--- src/atr_defines.vh ---
`ifndef ATR_DEFINES_VH
`define ATR_DEFINES_VH

// Register byte offsets on the APB bus (one aligned word each).
`define ATR_MAP3_OFF 12'h00C
`define ATR_MAP_STEP 4
`define ATR_STATUS_OFF 12'h040
`define ATR_ADDR_W 12

// Selector word layout.
`define ATR_GATE_BIT 7
`define ATR_PICK_MSB 2
`define ATR_PICK_LSB 0
`define ATR_MAP_RESET 32'h00000000

// Program codes: 000 to 101 name programs 0 to 5, 110 and 111 are reserved.
`define ATR_PROG_LAST 3'h5
`define ATR_PROG_W 3

// Each program runs four conversions into result slots 0 to 3.
`define ATR_SLOT_W 2
`define ATR_SLOT_LAST 2'h3
`define ATR_SLOT_FIRST 2'h0

// Selectors 3 to 9 of the bank.
`define ATR_SEL_COUNT 7

// Status word layout.
`define ATR_STAT_BUSY 0
`define ATR_STAT_PROG_LSB 4
`define ATR_STAT_SLOT_LSB 8
`define ATR_STAT_PEND_LSB 16
`define ATR_STAT_RSVD_BIT 24

`endif

--- src/atr_selector.v ---
`timescale 1ns/1ps
`include "atr_defines.vh"
// One trigger selector: its gate bit, its program pick and a pending
// launch that waits for the sequencer to take it.
module atr_selector #(
  parameter [11:0] OFFSET = 12'h000
) (
  // Clock and reset
  input wire pclk,
  input wire presetn,
  input wire pclken,
  // Register write port
  input wire wr_en,
  input wire [11:0] wr_addr,
  input wire [31:0] wr_data,
  // Trigger and arbitration
  input wire start_in,
  input wire grant,
  // State
  output wire [31:0] map_word,
  output wire pending,
  output wire [2:0] pend_prog,
  output wire reserved_hit
);

  reg gate_reg;
  reg [2:0] pick_reg;
  reg pend_reg;
  reg [2:0] pend_prog_reg;
  wire pick_valid;
  wire accept;

  assign pick_valid = (pick_reg <= `ATR_PROG_LAST);
  // A reserved pick starts nothing and leaves the results alone.
  assign accept = start_in & gate_reg & pick_valid;
  assign reserved_hit = start_in & gate_reg & ~pick_valid;

  assign map_word = {24'h000000, gate_reg, 4'h0, pick_reg};
  assign pending = pend_reg;
  assign pend_prog = pend_prog_reg;

  always @(posedge pclk or negedge presetn) begin
    if (!presetn) begin
      gate_reg <= 1'b0;
      pick_reg <= 3'h0;
    end else if (pclken && wr_en && wr_addr == OFFSET) begin
      gate_reg <= wr_data[`ATR_GATE_BIT];
      pick_reg <= wr_data[`ATR_PICK_MSB:`ATR_PICK_LSB];
    end
  end

  // The pick is captured with the trigger, so a rewrite while the launch
  // waits does not change which program it runs. A new trigger in the
  // cycle of the grant wins and stays pending.
  always @(posedge pclk or negedge presetn) begin
    if (!presetn) begin
      pend_reg <= 1'b0;
      pend_prog_reg <= 3'h0;
    end else if (pclken) begin
      if (accept) begin
        pend_reg <= 1'b1;
        pend_prog_reg <= pick_reg;
      end else if (grant) begin
        pend_reg <= 1'b0;
      end
    end
  end

endmodule // atr_selector

--- src/atr_trigger_router.v ---
// Our own choices: register access over APB and the register offsets.
`timescale 1ns/1ps
`include "atr_defines.vh"

module atr_trigger_router (
  // Clock, reset and clock enable
  input wire pclk,
  input wire presetn,
  input wire pclken,
  // APB slave
  input wire psel,
  input wire penable,
  input wire pwrite,
  input wire [11:0] paddr,
  input wire [31:0] pwdata,
  output reg [31:0] prdata,
  output wire pready,
  output reg pslverr,
  // Start triggers from the motor PWM drivers
  input wire driver_a_start_3,
  input wire driver_a_start_4,
  input wire driver_a_start_5,
  input wire driver_b_start_0,
  input wire driver_b_start_1,
  input wire driver_b_start_2,
  input wire driver_b_start_3,
  // Conversion sequencer
  output reg conv_req,
  output reg [2:0] conv_prog,
  output reg [1:0] conv_slot,
  input wire conv_ack,
  output reg prog_done
);

  localparam ST_IDLE = 1'b0;
  localparam ST_CONV = 1'b1;

  wire [`ATR_SEL_COUNT-1:0] start_vec;
  wire [`ATR_SEL_COUNT-1:0] pend_vec;
  wire [`ATR_SEL_COUNT-1:0] rsvd_vec;
  reg [`ATR_SEL_COUNT-1:0] grant_vec;
  wire [31:0] map_words [0:`ATR_SEL_COUNT-1];
  wire [2:0] pend_progs [0:`ATR_SEL_COUNT-1];

  reg state_reg;
  reg state_next;
  reg [2:0] prog_next;
  reg [1:0] slot_next;
  reg req_next;
  reg done_next;
  reg rsvd_seen_reg;

  wire apb_setup;
  wire apb_write;
  wire status_hit;
  wire map_hit;
  reg [31:0] rd_mux;
  reg map_sel_hit;
  reg any_pend;
  reg [2:0] pick_prog;
  integer k;

  // Slot i of the vector is selector i+3.
  assign start_vec = {driver_b_start_3, driver_b_start_2,
                      driver_b_start_1, driver_b_start_0,
                      driver_a_start_5, driver_a_start_4,
                      driver_a_start_3};

  assign apb_setup = psel & ~penable;
  assign apb_write = psel & penable & pwrite;

  genvar g;
  generate
    for (g = 0; g < `ATR_SEL_COUNT; g = g + 1) begin : gen_sel
      localparam [31:0] OFF_W = `ATR_MAP3_OFF + g * `ATR_MAP_STEP;
      atr_selector #(
        .OFFSET(OFF_W[11:0])
      ) u_sel (
        .pclk(pclk),
        .presetn(presetn),
        .pclken(pclken),
        .wr_en(apb_write),
        .wr_addr(paddr),
        .wr_data(pwdata),
        .start_in(start_vec[g]),
        .grant(grant_vec[g]),
        .map_word(map_words[g]),
        .pending(pend_vec[g]),
        .pend_prog(pend_progs[g]),
        .reserved_hit(rsvd_vec[g])
      );
    end
  endgenerate

  // Fixed priority: the lowest selector number is served first. The
  // sequencer runs one program at a time, so later triggers wait pending.
  always @* begin
    grant_vec = {`ATR_SEL_COUNT{1'b0}};
    any_pend = 1'b0;
    pick_prog = 3'h0;
    for (k = 0; k < `ATR_SEL_COUNT; k = k + 1) begin
      if (pend_vec[k] && !any_pend) begin
        any_pend = 1'b1;
        pick_prog = pend_progs[k];
        if (state_reg == ST_IDLE) begin
          grant_vec[k] = 1'b1;
        end
      end
    end
  end

  // Program sequencer: four requests, one per result slot.
  always @* begin
    state_next = state_reg;
    prog_next = conv_prog;
    slot_next = conv_slot;
    req_next = conv_req;
    done_next = 1'b0;
    case (state_reg)
      ST_IDLE: begin
        if (any_pend) begin
          prog_next = pick_prog;
          slot_next = `ATR_SLOT_FIRST;
          req_next = 1'b1;
          state_next = ST_CONV;
        end
      end
      ST_CONV: begin
        if (conv_ack) begin
          if (conv_slot == `ATR_SLOT_LAST) begin
            req_next = 1'b0;
            done_next = 1'b1;
            state_next = ST_IDLE;
          end else begin
            slot_next = conv_slot + 2'h1;
          end
        end
      end
      default: begin
        state_next = ST_IDLE;
        req_next = 1'b0;
      end
    endcase
  end

  always @(posedge pclk or negedge presetn) begin
    if (!presetn) begin
      state_reg <= ST_IDLE;
      conv_prog <= 3'h0;
      conv_slot <= 2'h0;
      conv_req <= 1'b0;
      prog_done <= 1'b0;
    end else if (pclken) begin
      state_reg <= state_next;
      conv_prog <= prog_next;
      conv_slot <= slot_next;
      conv_req <= req_next;
      prog_done <= done_next;
    end
  end

  // Sticky flag for triggers dropped on a reserved code; write 1 clears,
  // and a new drop in the same cycle keeps it set.
  always @(posedge pclk or negedge presetn) begin
    if (!presetn) begin
      rsvd_seen_reg <= 1'b0;
    end else if (pclken) begin
      if (|rsvd_vec) begin
        rsvd_seen_reg <= 1'b1;
      end else if (apb_write && status_hit &&
                   pwdata[`ATR_STAT_RSVD_BIT]) begin
        rsvd_seen_reg <= 1'b0;
      end
    end
  end

  // APB decode. Read data is latched in the setup cycle so the access
  // phase completes with no wait state.
  assign status_hit = (paddr == `ATR_STATUS_OFF);

  always @* begin
    rd_mux = 32'h00000000;
    map_sel_hit = 1'b0;
    for (k = 0; k < `ATR_SEL_COUNT; k = k + 1) begin
      if (paddr == `ATR_MAP3_OFF + k * `ATR_MAP_STEP) begin
        rd_mux = map_words[k];
        map_sel_hit = 1'b1;
      end
    end
    if (status_hit) begin
      rd_mux[`ATR_STAT_BUSY] = (state_reg == ST_CONV);
      rd_mux[`ATR_STAT_PROG_LSB +: 3] = conv_prog;
      rd_mux[`ATR_STAT_SLOT_LSB +: 2] = conv_slot;
      rd_mux[`ATR_STAT_PEND_LSB +: `ATR_SEL_COUNT] = pend_vec;
      rd_mux[`ATR_STAT_RSVD_BIT] = rsvd_seen_reg;
    end
  end

  assign map_hit = map_sel_hit;
  assign pready = 1'b1;

  always @(posedge pclk or negedge presetn) begin
    if (!presetn) begin
      prdata <= 32'h00000000;
      pslverr <= 1'b0;
    end else if (pclken) begin
      if (apb_setup) begin
        prdata <= pwrite ? 32'h00000000 : rd_mux;
        pslverr <= ~(map_hit | status_hit);
      end
    end
  end

endmodule // atr_trigger_router

--- config.mk ---
export PLATFORM = sky130hd
export DESIGN_NAME = atr_trigger_router
export DESIGN_NICKNAME = d
export VERILOG_FILES = /design/src/atr_selector.v /design/src/atr_trigger_router.v
export VERILOG_INCLUDE_DIRS = /design/src
export SDC_FILE = /design/constraint.sdc
export NUM_CORES = 1
export LEC_CHECK = 0
export ABC_AREA = 1
export BUFFER_PORTS_ARGS = -buffer_cell sky130_fd_sc_hd__buf_2
export CAP_MARGIN = 30
export CORE_UTILIZATION = 50
export CTS_CLUSTER_DIAMETER = 80
export CTS_CLUSTER_SIZE = 16
export DETAILED_ROUTE_END_ITERATION = 6
export PLACE_DENSITY = 0.7
export REMOVE_ABC_BUFFERS = 1
export SYNTH_ARGS = -nofsm -noshare
export SYNTH_HDL_FRONTEND = slang
export SYNTH_HIERARCHICAL = 1
export SYNTH_SLANG_ARGS = --single-unit
--- constraint.sdc ---
create_clock -name pclk -period 1.99 [get_ports pclk]
set_clock_uncertainty 0.2 [all_clocks]
set_input_delay 0.199 -clock pclk [delete_from_list [all_inputs] [get_ports pclk]]
set_output_delay 0.199 -clock pclk [all_outputs]
set_load 0.01 [all_outputs]
# Yosys cells after proc, flatten, opt, wreduce, memory -nomap -nowiden
# Cells that the tools add are included.
[word_totals]
ff_bits = 98
inputBits = 58
out_inout_bits = 41
wordCells = 215
[classes]
addsub = 1
n_lt_le_gt_ge = 7
n_eq_ne = 13
n_mux = 73
bitwise = 35
reduce_logical = 50
[ops]
columns = ["cell", "count"]
rows = [
  ["32-bit two-way mux", 7],
  ["1-bit two-way mux", 49],
  ["12-bit by 5-bit == test with 1-bit output (second input constant)", 4],
  ["2-bit AND reduction", 16],
  ["1-bit bitwise AND", 24],
  ["12-bit by 6-bit == test with 1-bit output (second input constant)", 2],
  ["3-bit two-way mux", 8],
  ["3-bit <= comparator (second input constant)", 7],
  ["1-bit logical AND", 16],
  ["2-bit nonzero test", 8],
  ["12-bit by 4-bit == test with 1-bit output (second input constant)", 1],
  ["12-bit by 7-bit == test with 1-bit output (second input constant)", 1],
  ["1-bit NOT", 10],
  ["2-bit two-way mux", 4],
  ["8-bit two-way mux", 1],
  ["4-bit AND reduction", 2],
  ["7-bit two-way mux", 1],
  ["7-bit OR reduction", 1],
  ["1-bit logical NOT", 6],
  ["2-bit != test (second input constant)", 3],
  ["1-bit case mux with 2 select lines", 2],
  ["2-bit case mux with 2 select lines", 1],
  ["3-bit AND reduction", 1],
  ["2-bit by 1-bit adder with 2-bit output (second input constant)", 1],
  ["other kinds (3)", 3],
]

# Logic depth before layout (Yosys ltp)
[logic_depth]
word_depth = 21
ltp_mapped = 16

# Modules after synthesis
# Netlist, hierarchy kept.
[by_module_without_submodules]
columns = ["mod", "instances", "cells_each", "area_per_inst_um2"]
rows = [
  ["atr_trigger_router", 1, 775, 4440.5],
  ["atr_selector at gen_sel[2].u_sel ...", 3, 81, 620.6],
  ["atr_selector at gen_sel[1].u_sel ...", 2, 80, 624.3],
  ["atr_selector at gen_sel[4].u_sel", 1, 81, 628.1],
  ["atr_selector at gen_sel[0].u_sel", 1, 80, 621.8],
]

# Least setup slack after synthesis
# OpenSTA, ideal clock, no wires.
[synth_path]
path_kind = "register to register"
start = "register gen_sel[1].u_sel.pend_reg"
end = "register conv_slot[0]"
setup_ns = 0.119
arrival_ns = 1.451
required_time_ns = 1.671
setup_slack_ns = 0.221
stages_incl_launch_ff = 11
n_path_buf = 1
cell_sequence = "dfrtp_1 -> buf_2 -> nor2_1 -> nand3_1 -> nor2_2 -> nand2_1 -> nor2_1 -> nand2_1 -> nand2_1 -> nor2_1 -> o21a_1"
[synth_via]
elab_chain_len = 19
[synth_lines]
columns = ["element", "line_no", "text"]
rows = [
  ["start, declared", "atr_selector.v:28", "reg pend_reg;"],
  ["start signal, assigned", "atr_selector.v:57", "pend_reg <= 1'b0;"],
  ["start signal, assigned", "atr_selector.v:61", "pend_reg <= 1'b1;"],
  ["start signal, assigned", "atr_selector.v:64", "pend_reg <= 1'b0;"],
  ["1-bit logical AND (*)", "atr_trigger_router.v:102", "if (pend_vec[k] && !any_pend) begin"],
  ["1-bit two-way mux (*)", "atr_trigger_router.v:102", ""],
  ["1-bit logical NOT", "atr_trigger_router.v:102", ""],
  ["1-bit logical AND", "atr_trigger_router.v:102", ""],
  ["1-bit two-way mux (*)", "atr_trigger_router.v:102", ""],
  ["1-bit logical NOT", "atr_trigger_router.v:102", ""],
  ["1-bit logical AND", "atr_trigger_router.v:102", ""],
  ["1-bit two-way mux (*)", "atr_trigger_router.v:102", ""],
  ["[... 3 more ...]", "--", ""],
  ["1-bit logical NOT", "atr_trigger_router.v:102", ""],
  ["1-bit logical AND", "atr_trigger_router.v:102", ""],
  ["1-bit two-way mux (*)", "atr_trigger_router.v:102", ""],
  ["1-bit logical NOT", "atr_trigger_router.v:102", ""],
  ["1-bit logical AND", "atr_trigger_router.v:102", ""],
  ["1-bit two-way mux (*)", "atr_trigger_router.v:102", ""],
  ["2-bit != test (no line) (*)", "--", ""],
  ["4-bit AND reduction (no line) (*)", "--", ""],
  ["end signal, assigned", "atr_trigger_router.v:156", "conv_slot <= slot_next;"],
  ["end, declared", "atr_trigger_router.v:30", "output reg [1:0] conv_slot,"],
]
# Every way passes the cells marked *; elsewhere a longest branch is shown, timed or not.
# A chain may end at the register's enable or synchronous reset.

# Worst setup path in the final report
# Same ends and word-level chain as after synthesis.

==> run summary <==
====================================================================================
Pins Over Slew Limit                                                               0
Final core area utilization                                                    0.543
Critical path's slowest cell                                            sky130_fd_sc_hd__dfrtp_1
Status                                                                     completed
Wire length of the first global-routing pass                                 31.7 mm
Final worst setup slack                                                     0.150 ns
Via-to-Cell Ratio                                                               4.48
Number of instances in the synthesized netlist                                  1339
Required time of the critical path                                           2.05 ns
Number of clock sinks                                                             98
Total setup violations reported at the end of the flow                             0
Stage delay of the slowest cell on the critical path                         0.39 ns
Starting Density                                                               0.511
Top cells by area in the synthesized netlist                            sky130_fd_sc_hd__dfrtp_1, sky130_fd_sc_hd__nand2_1, sky130_fd_sc_hd__buf_4, sky130_fd_sc_hd__nand3_1, sky130_fd_sc_hd__inv_1
Number of enable flip-flop cells after synthesis                                   0
Final-layout worst hold slack                                             0.00126 ns
Cells along the critical path                                           nor2_2, nand3_2, nor2_4, nand2_1, nor2_1, nand2_1, nand2_1, nor2_1, o21a_1
CTS tree                                                                         yes
Total Die Area                                                            18100 um^2
Shortest clock period the worst path allows after layout                     1.84 ns
CTS H-tree lvls                                                                    3
Category of the worst setup path launch point                              flip-flop
Routability congestion estimate from global placement                          0.820
Portion of the post-synthesis area used by sequential elements                 0.279
# diodes                                                                           0
Post-placement worst setup slack                                          -0.0303 ns
Leading post-synthesis cells by instance count                          sky130_fd_sc_hd__nand2_1, sky130_fd_sc_hd__buf_4, sky130_fd_sc_hd__inv_1
Cell with the most instances after synthesis                            sky130_fd_sc_hd__nand2_1
Critical path endpoint category                                            flip-flop
Largest register FFs                                                              32
# DRC                                                                              0
Clock latency on the worst-skew pair                                         0.36 ns
Synth area leader                                                       sky130_fd_sc_hd__dfrtp_1
Dpl hpwl                                                                     14.0 mm
Unique masters post-synth                                                         37
Number of setup buffers added after CTS                                            0
Achievable Freq                                                            0.543 GHz
Clock Tree Root                                                         sky130_fd_sc_hd__clkbuf_16
Max Root-Sink Buffers                                                              2
CP arrival                                                                   1.90 ns
Maximum number of pins on one net before global-route repair                      42
# IOs                                                                             99
Proportion of netlist area held by the largest area contributor                0.279
Number of hold-slack violations in the final timing report                         0
Aggregate global routing overflow                                                  0
Total number of vias                                                            7425
Min-Delay Path Class                                                       in -> reg
Remaining antenna violation count                                                  0
First DRT Iteration DRCs                                                         408
Power density over the cells                                             464 nW/um^2
Initial antenna violation count                                                    0
Final period util                                                              0.925
Netlist area before placement                                              8800 um^2
Setup TNS                                                                       0 ns
Leakage power summed over all cells                                          5.36 nW
Average cell area after synthesis                                          6.57 um^2
Crit-path max FO                                                                   4
Number of warning messages in the yosys log                                        6
Placeable core region                                                     17200 um^2
Port Buffers                                                                      70
Critical Path Most Common Cell                                          sky130_fd_sc_hd__nand2_1
Maximum capacitance violations                                                     0
Post-synth top flop                                                     sky130_fd_sc_hd__dfrtp_1
Number of register bits inferred by synthesis                                     98
Final wirelength                                                             18.9 mm
Width of the die                                                              135 um
Drt first pass iters                                                               4
Fraction of final layout cells with drive strength greater than 1              0.162
Proportion of synthesized flip-flops having asynchronous set or reset           1.00
Worst vdd ir                                                                  497 uV
Area added between synthesis and finish                                        6.38%
Nets                                                                            1488
Class of the most critical setup path                                     reg -> reg
Height of the die                                                             135 um
Row cnt                                                                           48
Routed wire per std cell                                                     11.4 um
Via count of the first global-routing pass                                      6718
Global routing usage summed across all routing layers                          0.222
Clock Pin Slew Worst Setup and Hold Paths                                    0.08 ns
Clock buffer count from CTS                                                        9
====================================================================================
[critical path, delay by kind of cell, from the launching register on]
family	cells	cell delay, ns
AND/OR/NAND/NOR	8	0.98
flip-flops	1	0.39
AO/OA/AOI/OAI	1	0.17
[report_power, final]
part	switching, mW	total [mW]	internal [mW]	leakage [nW]
Sequential	0.0176	2.02	2.01	1.36
Combinational	0.271	0.413	0.142	3.84
Clock	0.867	1.91	1.04	0.154
[timing repair]
| action | 4_1_cts | 5_1_grt |
|---|---|---|
| hold buffers | 11 | 0 |
| resized for setup | 0 | 5 |
| hold endpoints to repair | 130 | 0 |
| setup endpoints to repair | 0 | 7 |
[path summary, 6_finish.rpt]
path                                     startpoint                       end  cells past startpoint  slack [ns]
max in group asynchronous                   presetn                prdata[12]                      3        0.94
max                        gen_sel[1].u_sel/pending              conv_slot[0]                      9        0.15
max reg2reg                gen_sel[1].u_sel/pending              conv_slot[0]                      9        0.15
min in group asynchronous                   presetn                 prdata[1]                      2        0.10
min                                driver_b_start_2  gen_sel[5].u_sel/pending                      3       0.001
min reg2reg                              prdata[27]                prdata[27]                      2        0.27
[layout make-up]
class	instances	area, um^2
well taps	225	282
clock buffers	10	239
clock inverters	6	82.6
fillers	1749	7870
multi-input cells	1049	4820
flip-flops and latches	98	2450
repair buffers	136	976
inverters	135	507
[cell families (layout without fill, tap and decap cells)]
logic type / count (synthesis) / after routing / share of synthesized area
DFF: 98 / 98 / 0.279
AOI/OAI and AO/OA: 154 / 154 / 0.104
adders and majority gates: 1 / 1 / 0.00142
and+or+nand+nor: 697 / 697 / 0.356
buffers and inverters: 381 / 287 / 0.256
other: 8 / 197 / 0.00341
[placed cells by master (no fill, tap or decap), types with 8 or more instances in the layout]
master,n
sky130_fd_sc_hd__inv_1,128
sky130_fd_sc_hd__conb_1,197
sky130_fd_sc_hd__dlygate4sd3_1,11
sky130_fd_sc_hd__nand2_1,449
sky130_fd_sc_hd__nor2_4,17
sky130_fd_sc_hd__nand4_1,10
sky130_fd_sc_hd__a21oi_1,28
sky130_fd_sc_hd__nand2_2,11
sky130_fd_sc_hd__clkbuf_16,9
sky130_fd_sc_hd__nor2_1,62
sky130_fd_sc_hd__o21ai_0,55
sky130_fd_sc_hd__buf_4,48
sky130_fd_sc_hd__buf_2,69
sky130_fd_sc_hd__dfrtp_1,98
sky130_fd_sc_hd__buf_12,8
sky130_fd_sc_hd__o22ai_1,13
sky130_fd_sc_hd__nor2_2,14
sky130_fd_sc_hd__o221a_2,17
sky130_fd_sc_hd__nand3_1,96
sky130_fd_sc_hd__o21ai_1,33
[through the flow]
step,std cells,power [mW],cell area [um^2]
after floorplan,1282,2.24,7760
after global placement,1632,2.45,8910
after detailed placement,1632,2.46,8910
after CTS,1659,4.38,9340
after global routing,1659,4.50,9360
final,1659,4.34,9360
[layer usage]
| metal | wire length, um | GRT usage | share of wire | up-vias |
|---|---|---|---|---|
| met5 | 0 | 0 | 0 | - |
| met4 | 451 | 0.0836 | 0.024 | 0 |
| met3 | 575 | 0.0274 | 0.030 | 29 |
| met2 | 8680 | 0.367 | 0.46 | 122 |
| met1 | 9180 | 0.297 | 0.49 | 3262 |
| li1 | - | - | - | 4012 |
No activity file was read; power rests on OpenSTA's default activity.
